--- src/hw/fcsir_params.svh ---
// Functional notes
// - Divider writes accepted during reset sequence.
// - Tabulated codes give timing clock within limits.
// - Security register readable, writes have no effect.
// - Security register loaded from nonvolatile byte.
// - Double fault at load sets all bits.
// - Backdoor enabled only for field value 10; the unlock input forces the lock field whatever the key field holds.
// - Unsecured only when lock field equals 10.
// - Backdoor unsecure forces lock field to 10.
// - Command index readable, writable, upper bits zero.
// - ECC index readable, writable, upper bits zero.
// - Divide bits write once, loaded flag read-only.
`ifndef FCSIR_PARAMS_SVH
`define FCSIR_PARAMS_SVH
// ------------------------------------------------------------
// Register offsets
// ------------------------------------------------------------
`define FCSIR_OFS_CLKDIV 5'h00
`define FCSIR_OFS_SEC 5'h01
`define FCSIR_OFS_CMDIX 5'h02
`define FCSIR_OFS_ECCIX 5'h03
// ------------------------------------------------------------
// Fields and values
// ------------------------------------------------------------
`define FCSIR_IX_MSB 2
`define FCSIR_DIV_MSB 6
`define FCSIR_LOADED_BIT 7
`define FCSIR_KEY_MSB 7
`define FCSIR_KEY_LSB 6
`define FCSIR_LOCK_MSB 1
`define FCSIR_LOCK_LSB 0
`define FCSIR_ENABLE_CODE 2'h2
`define FCSIR_UNSECURE_CODE 2'h2
`define FCSIR_SEC_FAULT 8'hFF
`define FCSIR_SEC_NV_ADDR 23'h7FFF0F
`define FCSIR_ZERO8 8'h00
`define FCSIR_RSV_LSB 2
`define FCSIR_DIV_RST 7'h00
`define FCSIR_IX_RST 3'h0
`define FCSIR_IX_PAD 5'h00
`endif

--- src/hw/fcsir_pkg.sv ---
package fcsir_pkg;
   typedef enum logic [2:0]
   {
      FCSIR_ST_RESET = 3'h1,
      FCSIR_ST_LOAD = 3'h2,
      FCSIR_ST_RUN = 3'h4
   } fcsir_state_t;
endpackage

--- src/hw/fcsir_regs.sv ---
// Decided for this implementation: strobed register access.
`timescale 1ns/10ps
`default_nettype none
`include "fcsir_params.svh"
module fcsir_regs
(
   input wire logic core_clk_i,
   input wire logic rst_i,
   input wire logic [4:0] addr_i,
   input wire logic [7:0] wdata_i,
   input wire logic wr_i,
   input wire logic rd_i,
   output logic [7:0] rdata_o,
   input wire logic command_complete_flag_i,
   output logic nv_rd_req_o,
   output logic [22:0] nv_addr_o,
   input wire logic nv_rd_valid_i,
   input wire logic [7:0] nv_rd_data_i,
   input wire logic nv_dbl_fault_i,
   input wire logic backdoor_unlock_i,
   output logic reset_seq_o,
   output logic [6:0] divide_ratio_field_o,
   output logic divider_loaded_flag_o,
   output logic backdoor_enabled_o,
   output logic part_secured_o,
   output logic [2:0] cmd_object_index_o,
   output logic [2:0] ecc_result_index_o
);
   fcsir_pkg::fcsir_state_t state_q;
   logic [7:0] sec_q;
   logic [6:0] div_q;
   logic loaded_q;
   logic [2:0] cmd_ix_q;
   logic [2:0] ecc_ix_q;
   logic [7:0] rdata_q;
   logic wr_div;
   logic wr_cmdix;
   logic wr_eccix;

   function automatic logic is_code(input logic [1:0] v, input logic [1:0] c);
      is_code = (v == c);
   endfunction

   // ------------------------------------------------------------
   // Address decode
   // ------------------------------------------------------------
   function automatic logic is_ofs(input logic [4:0] a, input logic [4:0] o);
      is_ofs = (a == o);
   endfunction

   // One decode per target keeps the write paths and the hold checks in step
   assign wr_div = wr_i && is_ofs(addr_i, `FCSIR_OFS_CLKDIV);
   assign wr_cmdix = wr_i && is_ofs(addr_i, `FCSIR_OFS_CMDIX);
   assign wr_eccix = wr_i && is_ofs(addr_i, `FCSIR_OFS_ECCIX);

   // ------------------------------------------------------------
   // Reset sequence: fetch security byte once
   // ------------------------------------------------------------
   always_ff @(posedge core_clk_i)
   begin
      if (rst_i)
         state_q <= fcsir_pkg::FCSIR_ST_RESET;
      else
      begin
         case (state_q)
            fcsir_pkg::FCSIR_ST_RESET: state_q <= fcsir_pkg::FCSIR_ST_LOAD;
            fcsir_pkg::FCSIR_ST_LOAD:
               if (nv_rd_valid_i)
                  state_q <= fcsir_pkg::FCSIR_ST_RUN;
            fcsir_pkg::FCSIR_ST_RUN: state_q <= fcsir_pkg::FCSIR_ST_RUN;
            default: state_q <= fcsir_pkg::FCSIR_ST_RESET;
         endcase
      end
   end

   assign nv_rd_req_o = (state_q == fcsir_pkg::FCSIR_ST_LOAD);
   assign nv_addr_o = `FCSIR_SEC_NV_ADDR;
   assign reset_seq_o = (state_q != fcsir_pkg::FCSIR_ST_RUN);

   // ------------------------------------------------------------
   // Security register
   // ------------------------------------------------------------
   // Faulted fetch must never leave the part open, so all ones wins
   always_ff @(posedge core_clk_i)
   begin
      if (rst_i)
         sec_q <= `FCSIR_SEC_FAULT;
      else if (nv_rd_req_o && nv_rd_valid_i)
      begin
         if (nv_dbl_fault_i)
            sec_q <= `FCSIR_SEC_FAULT;
         else
            sec_q <= nv_rd_data_i;
      end
      else if (backdoor_unlock_i && !reset_seq_o)
         sec_q[`FCSIR_LOCK_MSB:`FCSIR_LOCK_LSB] <= `FCSIR_UNSECURE_CODE;
   end
   // Bus writes never reach sec_q

   assign backdoor_enabled_o =
      is_code(sec_q[`FCSIR_KEY_MSB:`FCSIR_KEY_LSB], `FCSIR_ENABLE_CODE);
   assign part_secured_o =
      !is_code(sec_q[`FCSIR_LOCK_MSB:`FCSIR_LOCK_LSB], `FCSIR_UNSECURE_CODE);

   // ------------------------------------------------------------
   // Clock divider, write once
   // ------------------------------------------------------------
   // Not gated by the complete flag: keeping off busy writes is software's job
   always_ff @(posedge core_clk_i)
   begin
      if (rst_i)
      begin
         div_q <= `FCSIR_DIV_RST;
         loaded_q <= 1'b0;
      end
      else if (wr_div && !loaded_q)
      begin
         div_q <= wdata_i[`FCSIR_DIV_MSB:0];
         loaded_q <= 1'b1;
      end
   end

   // The timing divider downstream meets its limits only with tabulated codes
   assign divide_ratio_field_o = div_q;
   assign divider_loaded_flag_o = loaded_q;

   // ------------------------------------------------------------
   // Index registers
   // ------------------------------------------------------------
   always_ff @(posedge core_clk_i)
   begin
      if (rst_i)
      begin
         cmd_ix_q <= `FCSIR_IX_RST;
         ecc_ix_q <= `FCSIR_IX_RST;
      end
      else
      begin
         if (wr_cmdix)
            cmd_ix_q <= wdata_i[`FCSIR_IX_MSB:0];
         if (wr_eccix)
            ecc_ix_q <= wdata_i[`FCSIR_IX_MSB:0];
      end
   end

   assign cmd_object_index_o = cmd_ix_q;
   assign ecc_result_index_o = ecc_ix_q;

   // ------------------------------------------------------------
   // Read data, one cycle after the strobe
   // ------------------------------------------------------------
   always_ff @(posedge core_clk_i)
   begin
      if (rst_i)
         rdata_q <= `FCSIR_ZERO8;
      else if (rd_i)
      begin
         case (addr_i)
            `FCSIR_OFS_CLKDIV: rdata_q <= {loaded_q, div_q};
            `FCSIR_OFS_SEC: rdata_q <= sec_q;
            `FCSIR_OFS_CMDIX: rdata_q <= {`FCSIR_IX_PAD, cmd_ix_q};
            `FCSIR_OFS_ECCIX: rdata_q <= {`FCSIR_IX_PAD, ecc_ix_q};
            default: rdata_q <= `FCSIR_ZERO8;
         endcase
      end
      else
         rdata_q <= `FCSIR_ZERO8;
   end

   assign rdata_o = rdata_q;

   // ------------------------------------------------------------
   // Checks
   // ------------------------------------------------------------
   property p_div_once;
      @(posedge core_clk_i) disable iff (rst_i)
      loaded_q |=> $stable(div_q);
   endproperty
   a_div_once: assert property (p_div_once) else $error("divider changed after load");

   property p_div_load;
      @(posedge core_clk_i) disable iff (rst_i)
      (wr_i && addr_i == `FCSIR_OFS_CLKDIV && !loaded_q)
      |=> (loaded_q && div_q == $past(wdata_i[`FCSIR_DIV_MSB:0]));
   endproperty
   a_div_load: assert property (p_div_load) else $error("divider write lost");

   property p_sec_ro;
      @(posedge core_clk_i) disable iff (rst_i)
      (wr_i && !reset_seq_o && !backdoor_unlock_i) |=> $stable(sec_q);
   endproperty
   a_sec_ro: assert property (p_sec_ro) else $error("security changed by write");

   property p_sec_fault;
      @(posedge core_clk_i) disable iff (rst_i)
      (nv_rd_req_o && nv_rd_valid_i && nv_dbl_fault_i) |=> (sec_q == `FCSIR_SEC_FAULT);
   endproperty
   a_sec_fault: assert property (p_sec_fault) else $error("fault did not secure");

   property p_sec_load;
      @(posedge core_clk_i) disable iff (rst_i)
      (nv_rd_req_o && nv_rd_valid_i && !nv_dbl_fault_i) |=> (sec_q == $past(nv_rd_data_i));
   endproperty
   a_sec_load: assert property (p_sec_load) else $error("security byte not loaded");

   property p_key;
      @(posedge core_clk_i) disable iff (rst_i)
      backdoor_enabled_o == (sec_q[`FCSIR_KEY_MSB] && !sec_q[`FCSIR_KEY_LSB]);
   endproperty
   a_key: assert property (p_key) else $error("backdoor decode wrong");

   property p_lock;
      @(posedge core_clk_i) disable iff (rst_i)
      part_secured_o == !(sec_q[`FCSIR_LOCK_MSB] && !sec_q[`FCSIR_LOCK_LSB]);
   endproperty
   a_lock: assert property (p_lock) else $error("lock decode wrong");

   property p_unlock;
      @(posedge core_clk_i) disable iff (rst_i)
      (backdoor_unlock_i && !reset_seq_o) |=> !part_secured_o;
   endproperty
   a_unlock: assert property (p_unlock) else $error("unlock not forced");

   property p_cmdix;
      @(posedge core_clk_i) disable iff (rst_i)
      (rd_i && addr_i == `FCSIR_OFS_CMDIX) |=> (rdata_o == {`FCSIR_IX_PAD, $past(cmd_ix_q)});
   endproperty
   a_cmdix: assert property (p_cmdix) else $error("command index readback wrong");

   property p_eccix;
      @(posedge core_clk_i) disable iff (rst_i)
      (wr_i && addr_i == `FCSIR_OFS_ECCIX) ##1 (rd_i && addr_i == `FCSIR_OFS_ECCIX)
      |=> (rdata_o == {`FCSIR_IX_PAD, $past(wdata_i[`FCSIR_IX_MSB:0], 2)});
   endproperty
   a_eccix: assert property (p_eccix) else $error("ecc index readback wrong");

   c_fault: cover property (@(posedge core_clk_i) nv_rd_valid_i && nv_dbl_fault_i);
   c_div_twice: cover property (@(posedge core_clk_i)
      loaded_q && wr_i && addr_i == `FCSIR_OFS_CLKDIV);
   c_unlock: cover property (@(posedge core_clk_i) backdoor_unlock_i && part_secured_o);
   c_div_in_reset: cover property (@(posedge core_clk_i)
      wr_div && reset_seq_o && !command_complete_flag_i);
   c_seq_done: cover property (@(posedge core_clk_i) $fell(reset_seq_o));

   // ------------------------------------------------------------
   // Read path and hold checks
   // ------------------------------------------------------------
   // An idle bus must read zero, so stale data never hides a lost strobe
   property p_rdata_idle;
      @(posedge core_clk_i) disable iff (rst_i)
      !rd_i |=> (rdata_o == `FCSIR_ZERO8);
   endproperty
   a_rdata_idle: assert property (p_rdata_idle) else $error("read data not cleared");

   property p_div_rd;
      @(posedge core_clk_i) disable iff (rst_i)
      (rd_i && addr_i == `FCSIR_OFS_CLKDIV)
      |=> (rdata_o == {$past(loaded_q), $past(div_q)});
   endproperty
   a_div_rd: assert property (p_div_rd) else $error("divider readback wrong");

   property p_div_hold;
      @(posedge core_clk_i) disable iff (rst_i)
      !wr_div |=> $stable(div_q);
   endproperty
   a_div_hold: assert property (p_div_hold) else $error("divider changed unwritten");

   property p_loaded_sticky;
      @(posedge core_clk_i) disable iff (rst_i)
      loaded_q |=> loaded_q;
   endproperty
   a_loaded_sticky: assert property (p_loaded_sticky) else $error("loaded flag dropped");

   property p_sec_rd;
      @(posedge core_clk_i) disable iff (rst_i)
      (rd_i && addr_i == `FCSIR_OFS_SEC) |=> (rdata_o == $past(sec_q));
   endproperty
   a_sec_rd: assert property (p_sec_rd) else $error("security readback wrong");

   // Once running, only the backdoor may touch the lock field
   property p_sec_run;
      @(posedge core_clk_i) disable iff (rst_i)
      !reset_seq_o |=> $stable(sec_q[`FCSIR_KEY_MSB:`FCSIR_RSV_LSB]);
   endproperty
   a_sec_run: assert property (p_sec_run) else $error("security upper bits moved");

   property p_unmapped_rd;
      @(posedge core_clk_i) disable iff (rst_i)
      (rd_i && addr_i > `FCSIR_OFS_ECCIX) |=> (rdata_o == `FCSIR_ZERO8);
   endproperty
   a_unmapped_rd: assert property (p_unmapped_rd) else $error("unmapped read not zero");

   property p_nv_req;
      @(posedge core_clk_i) disable iff (rst_i)
      !reset_seq_o |-> !nv_rd_req_o;
   endproperty
   a_nv_req: assert property (p_nv_req) else $error("fetch request after load");

   property p_nv_addr;
      @(posedge core_clk_i) disable iff (rst_i)
      nv_addr_o == `FCSIR_SEC_NV_ADDR;
   endproperty
   a_nv_addr: assert property (p_nv_addr) else $error("fetch address wrong");

   property p_seq_done;
      @(posedge core_clk_i) disable iff (rst_i)
      !reset_seq_o |=> !reset_seq_o;
   endproperty
   a_seq_done: assert property (p_seq_done) else $error("reset sequence restarted");

   property p_fault_key;
      @(posedge core_clk_i) disable iff (rst_i)
      (nv_rd_req_o && nv_rd_valid_i && nv_dbl_fault_i)
      |=> (!backdoor_enabled_o && part_secured_o);
   endproperty
   a_fault_key: assert property (p_fault_key) else $error("fault left part open");

   property p_cmdix_hold;
      @(posedge core_clk_i) disable iff (rst_i)
      !wr_cmdix |=> $stable(cmd_ix_q);
   endproperty
   a_cmdix_hold: assert property (p_cmdix_hold) else $error("command index moved");

   property p_eccix_hold;
      @(posedge core_clk_i) disable iff (rst_i)
      !wr_eccix |=> $stable(ecc_ix_q);
   endproperty
   a_eccix_hold: assert property (p_eccix_hold) else $error("ecc index moved");

   property p_eccix_rd;
      @(posedge core_clk_i) disable iff (rst_i)
      (rd_i && addr_i == `FCSIR_OFS_ECCIX)
      |=> (rdata_o == {`FCSIR_IX_PAD, $past(ecc_ix_q)});
   endproperty
   a_eccix_rd: assert property (p_eccix_rd) else $error("ecc index read wrong");
endmodule
`default_nettype wire

--- config.mk ---
export PLATFORM = sky130hd
export DESIGN_NAME = fcsir_regs
export DESIGN_NICKNAME = d
export VERILOG_FILES = /design/src/hw/fcsir_pkg.sv /design/src/hw/fcsir_regs.sv
export VERILOG_INCLUDE_DIRS = /design/src /design/src/hw
export SDC_FILE = /design/constraint.sdc
export NUM_CORES = 1
export LEC_CHECK = 0
export ABC_AREA = 1
export BUFFER_PORTS_ARGS = -buffer_cell sky130_fd_sc_hd__buf_2
export CAP_MARGIN = 20
export CORE_MARGIN = 5
export CORE_UTILIZATION = 51
export CTS_BUF_LIST = sky130_fd_sc_hd__clkbuf_4 sky130_fd_sc_hd__clkbuf_8
export DETAILED_ROUTE_END_ITERATION = 8
export PLACE_DENSITY = 0.85
export SLEW_MARGIN = 5
export SYNTH_ARGS = -nofsm -noshare
export SYNTH_HDL_FRONTEND = slang
export SYNTH_SLANG_ARGS = --single-unit
--- constraint.sdc ---
create_clock -name core_clk_i -period 2.6 [get_ports core_clk_i]
set_clock_uncertainty 0.15 [all_clocks]
set_input_delay 0.52 -clock core_clk_i [delete_from_list [all_inputs] [get_ports core_clk_i]]
set_output_delay 0.52 -clock core_clk_i [all_outputs]
set_load 0.03 [all_outputs]
Word level (Yosys, flattened, before mapping)
Cells that the tools add are included.

storage, ports and cells
  bits in registers = 33
  bits of input ports = 29
  output and inout port bits = 49
  logic and storage cells = 37

operators by class
  equal/unequal tests = 10
  muxes and demuxes = 6
  bitwise gates (word level) = 1
  reductions and logical operators = 12

operators by type and width
  kind                count
  $pmux 8 s4          1
  $eq 5x2->1 const B  2
  $pmux 3 s3          1
  $mux 8              1
  $logic_and 1x1->1   6
  $eq 5x1->1 const B  1
  $logic_not 5->1     1
  $eq 2x2->1 const B  2
  $mux 2              2
  $eq 3x1->1 const B  1
  $eq 3x2->1 const B  1
  $eq 3x3->1 const B  1
  $logic_not 1->1     3
  $mux 3              1
  $ne 3x3->1 const B  1
  $ne 2x1->1 const B  1
  $reduce_bool 2->1   1
  $reduce_or 2->1     1
  $not 1->1           1

Longest topological paths before layout
Gate-level depths: netlist of the first run.

  depth in word-level cells = 5
  depth in mapped cells = 7
  mapped depth without buffers = 7

Worst setup path before layout of the first run
Ideal clock, no wire load.

  path type = in2reg
  start = input addr_i[1]
  end = register div_q[5] (netlist: divide_ratio_field_o[5])
  library setup time = 0.113 ns
  arrival time = 1.224 ns
  required time = 2.337 ns
  setup slack = 1.113 ns
  stages = 7
  cell sequence = inv_1 > nand2_1 > nor3_4 > buf_6 > nand2_1 > nand2_1 > nor2_1

on the way
  cells in the longest elaborated chain, start to end = 3

ends and longest elaborated chain
  element               RTL line           source
  from (decl)           fcsir_regs.sv:9    input wire logic [4:0] addr_i,
  $logic_not 5->1       fcsir_regs.sv:48   is_ofs = (a == o);
  $logic_and 1x1->1     fcsir_regs.sv:52   assign wr_div = wr_i && is_ofs(addr_i, `FCSIR_OFS_CLKDIV);
  $logic_and 1x1->1     fcsir_regs.sv:116  else if (wr_div && !loaded_q)
  to (signal assigned)  fcsir_regs.sv:113  div_q <= `FCSIR_DIV_RST;
  to (signal assigned)  fcsir_regs.sv:118  div_q <= wdata_i[`FCSIR_DIV_MSB:0];
  to (decl)             fcsir_regs.sv:31   logic [6:0] div_q;

Every way passes these cells.
A chain may end at the register's enable or synchronous reset.

Worst setup path after layout of the first run
  start = register state_q[2]
  end = output nv_rd_req_o

on the way
  cells in the longest elaborated chain, start to end = 1

ends and longest elaborated chain
  element                 RTL line          source
  from (decl)             fcsir_regs.sv:29  fcsir_pkg::fcsir_state_t state_q;
  from (signal assigned)  fcsir_regs.sv:62  state_q <= fcsir_pkg::FCSIR_ST_RESET;
  from (signal assigned)  fcsir_regs.sv:66  fcsir_pkg::FCSIR_ST_RESET: state_q <= fcsir_pkg::FCSIR_ST_LOAD;
  from (signal assigned)  fcsir_regs.sv:69  state_q <= fcsir_pkg::FCSIR_ST_RUN;
  $eq 3x2->1              fcsir_regs.sv:76  assign nv_rd_req_o = (state_q == fcsir_pkg::FCSIR_ST_LOAD);
  to (decl)               fcsir_regs.sv:15  output logic nv_rd_req_o,

Every way passes these cells.

==> results of run 1 <==
## synthesized netlist by cell type
cell type,instances
nand2_1,54
nor2_1,39
dfxtp_1,33
inv_1,24
buf_4,23
nand4_1,21
nand3_1,13
o21ai_0,7
a21oi_1,6
buf_2,3
clkbuf_1,2
conb_1,2
inv_2,2
nor2_2,2
buf_1,1
buf_6,1
nor2_4,1
nor3_4,1
o211ai_1,1
## per-stage QoR
stage | cells | power [mW] | area [um2] | util [%] | hold slack, ns
floorplan | 257 | 0.698 | 1710 | - | 0.279
global placement | 325 | 0.714 | 1830 | 60.0 | 0.294
detailed placement | 325 | 0.718 | 1830 | 60.0 | 0.293
CTS | 333 | 0.988 | 1890 | 61.8 | 0.225
global route | 333 | 1.04 | 1890 | 61.8 | 0.234
finish | 333 | 0.989 | 1890 | 61.8 | 0.223
## flip-flops by register name (all words and copies together), names as in the netlist
register and flops:
sec_q 8, rdata_o 8, divide_ratio_field_o 7, state_q 3, ecc_result_index_o 3, divider_loaded_flag_o 1
cmd_object_index_o 3
## per-layer routing
metal  part of all wire (%)  wire, um
met5                      0         0
met4                    3.0       109
met3                    7.1       261
met2                     47      1740
met1                     42      1560
## layout make-up
cell class                 count  area share, %
multi-input combinational    168           39.4
sequential                    33           35.0
timing repair buffer          54           14.6
inverter                      26           5.17
tap                           44           2.92
clock buffer                   5           1.99
clock inverter                 3          0.928
## worst max-delay path, delay by kind of cell, from the launching register on
kind          cells  cell delay, ns
buf+inv           3            0.38
flops             1            0.35
simple gates      1            0.17
## cells by family after synthesis
logic type	count (synthesis)
and+or+nand+nor	131
buffers and inverters	56
DFF	33
AOI/OAI and AO/OA	14
other	2
## how the worst max path moves through the flow
stage / slack [ns] / cells after the start / startpoint / end
2_1_floorplan: 1.11 / 7 / addr_i[1] / divide_ratio_field_o[5]
3_3_place_gp: 0.77 / 7 / addr_i[0] / divide_ratio_field_o[2]
3_5_place_dp: 0.75 / 7 / addr_i[0] / divide_ratio_field_o[0]
4_1_cts: 0.68 / 4 / state_q[2] / nv_rd_req_o
5_1_grt: 0.59 / 4 / state_q[2] / nv_rd_req_o
6_report: 0.69 / 4 / state_q[2] / nv_rd_req_o
## power breakdown
part	total [mW]	internal, mW	switching (mW)
Clock	0.281	0.102	0.179
Sequential	0.535	0.524	0.0115
Combinational	0.173	0.0442	0.128
Total	0.989	0.670	0.319
==> results by group, run 1 <==
Routing
  • WL final: 3.67 mm
  • Vias: 1529
  • DRC Markers: 0
  • Post-DR wirelength/cell: 11.0 um
  • Vias per Instance: 4.59
  • TritonRoute pass-1 iters: 4
  • DRT iter0 DRCs: 83
  • Antenna-violating nets left: 0

Clock network
  • Setup Fix Bufs, Post-CTS: 0
  • Clock buffer count from CTS: 5
  • Clock Sinks: 33
  • # hold bufs at CTS: 0
  • TritonCTS clock tree: built
  • Insertion delay to the later sink of the worst-skew pair: 0.34 ns
  • Post-CTS sizing: 0
  • Clk Tree Root Cell: clkbuf_4
  • Clock Pin Slew Worst Setup and Hold Paths: 0.10 ns
  • H-tree levels: 2
  • CTS Buffer Depth: 2

GRT
  • GRT Residual Overflow: 0
  • Global-route wire length before repair: about 5.4 mm
  • GR Util met1: 19.4%
  • Pin count of the biggest net entering global routing: 21
  • Met3 usage: 4.22%
  • Global route hottest layer: met2
  • GR met2 Demand/Resource: about a quarter
  • GRT Util Overall: between 15 and 20%
  • Vias in the first global route: 1256
  • Initial antenna violation count: 0

Status
  • Status: completed

Logic synthesis
  • Largest family of logic cells by synthesized area: simple AND/OR/NAND/NOR gates
  • Post-synthesis compound-gate area fraction: 4.44%
  • Xor/xnor share of the synthesized area: 0%
  • Top cells by area, synth: dfxtp_1 (40%), nand2_1 (12%), buf_4 (11%)
  • Simple-Gate Fraction of Synth Area: between 30% and 40%
  • Synth warnings: 0
  • Netlist cell types: 19
  • Post-Synth Adder-Cell Area: 0%
  • Synth area leader: dfxtp_1
  • Sequential-to-total area share from yosys stat: between 40% and 50%
  • Post-synthesis mux area share: 0%
  • Avg Cell Area, Syn: between 6 and 7 um2
  • Synth Register Bits: 33
  • Synth top area share: 40.4%
  • Cell count after synthesis: 236
  • Cell Area, Synth: 1630 um2

Timing
  • Final period util: 73.6%
  • Setup WS post-layout: 0.686 ns
  • Unrepaired setup endpoints after global routing: no
  • Tmin final: ~1.9 ns
  • Setup violations, final: 0
  • Worst-Margin Slew: 0.632 ns
  • Max-slew violation total from the final report: 0
  • Slew margin rel.: 57.7%
  • Final setup TNS: 0 ns
  • F_max: 0.523 GHz
  • Final Hold Viols: 0

Die
  • Die area: 4440 um2
  • Starting density of the core: 53.5%
  • Ports: 78
  • Core area: 3050 um2
  • DIE WIDTH: 66.6 um
  • # rows: 20
  • Die height: 66.6 um

Placement
  • PortBufs: 52
  • DP HPWL: roughly 2.8 mm
  • Post-place setup slack: 0.747 ns
  • RePlAce Congestion: 0.791

Worst setup path
  • CP max FO: 4
  • CP Capture Type: output port
  • Worst path most repeated cell: inv_1
  • Arrival @ worst endpoint: around 1.2 ns
  • Crit start category: register
  • Worst r2r dst: divide_ratio_field_o[1]
  • Worst r2r path cells: 6
  • WS Path Type: reg2out
  • CP Data Required Time: 1.93 ns
  • Crit Reg-Reg Startpoint: divider_loaded_flag_o
  • Crit-path slowest cell: dfxtp_1
  • Reg2reg setup slack: around 1.2 ns
  • Slowest cell delay on critical path: approximately 0.35 ns
  • Worst path cell trace: inv_1, nand3_1, inv_1, buf_2

Hold path
  • Hold path depth: 2
  • Hold Path Class: in2reg
  • Origin of the worst min-delay path: rst_i
  • Hold Path End: state_q[2]

Layout
  • Layout Nets: 317
  • Commonest non-fill, non-tap cell in the layout: nand2_1
  • Register Area: 661 um2
  • Filler cells: 299
  • Area Overhead vs Synth: 15.5%
  • Most frequent cells in the layout: nand2_1 (54), buf_2 (52), nor2_1 (39)
  • Multi-input combinational cell area: roughly 740 um2
  • Layout cells sized above 1: 23.5%
  • ANT cells: 0

Pwr
  • Leakage: 1.04 nW
  • Maximum vdd drop: about 0.24 mV
  • Cell Pwr Density: 524 nW/um2

Job
  • Max-Cap Viols: 0
No activity file was read; power rests on OpenSTA's default activity.
==> run 2: changes to the inputs <==
- CORE_UTILIZATION: 51 -> 48
- PLACE_DENSITY: 0.85 -> 0.8
- clock period: 2.6 -> 1.8 ns (I/O delays scaled with it)
==> results by group, run 2 (same netlist as run 1, synthesis figures left out) <==
Clock network
  • # hold bufs at CTS: 0 (unchanged)
  • Clock Sinks: 33 (unchanged)
  • Insertion delay to the later sink of the worst-skew pair: 0.34 ns (about the same)
  • Clock buffer count from CTS: 5 (unchanged)
  • Clock Pin Slew Worst Setup and Hold Paths: 0.10 ns (about the same)
  • CTS Buffer Depth: 2 (unchanged)
  • H-tree levels: 2 (unchanged)
  • Clk Tree Root Cell: clkbuf_4 (unchanged)
  • TritonCTS clock tree: built (unchanged)

Worst setup path
  • CP endpoint: nv_rd_req_o (unchanged)
  • Worst r2r dst: sec_q[1] (was divide_ratio_field_o[1])
  • Worst r2r path cells: 6 (unchanged)
  • WS Path Type: reg2out (unchanged)
  • Crit Reg-Reg Startpoint: state_q[2] (was divider_loaded_flag_o)
  • Reg2reg setup slack: 0.49 ns (was 1.18 ns)
  • CP max FO: 4 (unchanged)
  • Critical path origin: state_q[2] (unchanged)
  • Arrival @ worst endpoint: 1.18 ns (was 1.24 ns)
  • Worst path cell trace: inv_1, nand3_2, inv_1, buf_2 (was inv_1, nand3_1, inv_1, buf_2)
  • CP Capture Type: output port (unchanged)
  • Worst path most repeated cell: inv_1 (unchanged)
  • Crit-path slowest cell: dfxtp_1 (unchanged)
  • CP Data Required Time: 1.29 ns (was 1.93 ns)
  • Slowest cell delay on critical path: 0.33 ns (was 0.35 ns)
  • Crit start category: register (unchanged)

Timing
  • Unrepaired setup endpoints after global routing: no (unchanged)
  • Max-slew violation total from the final report: 0 (unchanged)
  • Final period util: 93.7%
  • Tmin final: 1.69 ns
  • Setup violations, final: 0 (unchanged)
  • Hold Slack: 0.0514 ns (was 0.223 ns)
  • Final setup TNS: 0 ns (unchanged)
  • Final Hold Viols: 0 (unchanged)
  • F_max: 0.593 GHz

GRT
  • GRT Residual Overflow: 0 (unchanged)
  • Global-route wire length before repair: 5.33 mm (was 5.40 mm)
  • GR met2 Demand/Resource: 25.6% (was 26.4%)
  • GR Util met1: 18.4% (was 19.4%)
  • Global route hottest layer: met2 (unchanged)
  • Initial antenna violation count: 0 (unchanged)
  • Pin count of the biggest net entering global routing: 16 (was 21)
  • Met3 usage: 6.40% (was 4.22%)
  • Vias in the first global route: 1241 (was 1256)
  • GRT Util Overall: 16.1% (was 16.3%)

Layout
  • Register Area: 661 um2 (unchanged)
  • Commonest non-fill, non-tap cell in the layout: nand2_1 (unchanged)
  • ANT cells: 0 (unchanged)
  • Most frequent cells in the layout: nand2_1 (54), buf_2 (52), nor2_1 (39) (unchanged)
  • Area Overhead vs Synth: 19.9% (was 15.5%)
  • Layout cells sized above 1: 24.9% (was 23.5%)
  • Fin util: 59.2% (was 61.8%)
  • Multi-input combinational cell area: 749 um2 (was 744 um2)
  • Layout Nets: 321 (was 317)
  • Fin cells: 339 (was 333)
  • Filler cells: 347 (was 299)

Routing
  • WL final: 3.60 mm (was 3.67 mm)
  • Post-DR wirelength/cell: 10.6 um (was 11.0 um)
  • DRC Markers: 0 (unchanged)
  • TritonRoute pass-1 iters: 4 (unchanged)
  • Vias: 1520 (was 1529)
  • DRT iter0 DRCs: 75 (was 83)
  • Vias per Instance: 4.48 (was 4.59)
  • Antenna-violating nets left: 0 (unchanged)

Die
  • Die height: 68.3 um (was 66.6 um)
  • Starting density of the core: 49.4% (was 53.5%)
  • # rows: 21 (was 20)
  • Die area: 4670 um2 (was 4440 um2)
  • DIE WIDTH: 68.3 um (was 66.6 um)
  • Ports: 78 (unchanged)
  • Core area: 3310 um2 (was 3050 um2)

Placement
  • DP HPWL: 2.83 mm (was 2.84 mm)
  • PortBufs: 52 (unchanged)
  • RePlAce Congestion: 0.839 (was 0.791)
  • Placed cells: 331 (was 325)

Pwr
  • Cell Pwr Density: 829 nW/um2 (was 524 nW/um2)
  • Maximum vdd drop: 0.489 mV (was 0.238 mV)
  • Leakage: 1.08 nW (was 1.04 nW)
  • Tot Pwr: 1.62 mW (was 989 uW)

Job
  • Max-Cap Viols: 0 (unchanged)

Status
  • Status: completed (unchanged)

Hold path
  • Hold Path Class: in2reg (unchanged)
## run 2: cell types whose count changed in the layout (fill, tap and decap cells not counted)
cell        change
buf_4           +4
clkinv_2        -2
bufinv_16       +1
clkbuf_4        +1
clkbuf_8        +1
clkinvlp_4      -1
nand3_1         -1
nand3_2         +1
## run 2: layout make-up
type                            instances  share of cell area, %
Clock buffer                            7                   3.00
Inverter                               26                   4.98
Timing Repair Buffer                   58                   15.6
Tap cell                               46                   2.94
Clock inverter                          1                   1.53
Sequential cell                        33                   33.7
Multi-Input combinational cell        168                   38.3
## run 2: worst min-delay path by stage
stage,depth (start not counted),endpoint,slack (ns),start
3_3_place_gp,2,sec_q[3],0.30,sec_q[3]
5_1_grt,2,state_q[2],0.05,rst_i
3_5_place_dp,2,sec_q[3],0.30,sec_q[3]
2_1_floorplan,1,state_q[1],0.28,rst_i
6_report,2,state_q[2],0.05,rst_i
4_1_cts,2,state_q[2],0.04,rst_i
## run 2: what timing repair did
action,CTS,global route
setup buffers,0,0
setup endpoints to repair,0,1
resized for setup,0,1
## run 2: worst max-delay path, delay by kind of cell, from the launching register on
kind                   cells  cell delay (ns)
DFF                        1             0.33
and+or+nand+nor            1             0.13
buffers and inverters      3             0.36
## run 2: layer usage
layer  wire (um)  share of wire [%]
met5           0                  0
met1        1500                 42
met2        1690                 47
met3         330                9.2
met4          75                2.1
## run 2: stage by stage
step | instance area (um2) | setup slack [ns]
3_3_place_gp | 1870 | 0.265
2_1_floorplan | 1710 | 0.446
4_1_cts | 1950 | 0.0320
6_report | 1960 | 0.113
5_1_grt | 1960 | 0.0147
3_5_place_dp | 1870 | 0.256
## run 2: report_power, final
part	switching (mW)	total, mW	internal (mW)
Sequential	0.0179	0.774	0.756
Combinational	0.185	0.254	0.0689
Clock	0.249	0.596	0.347
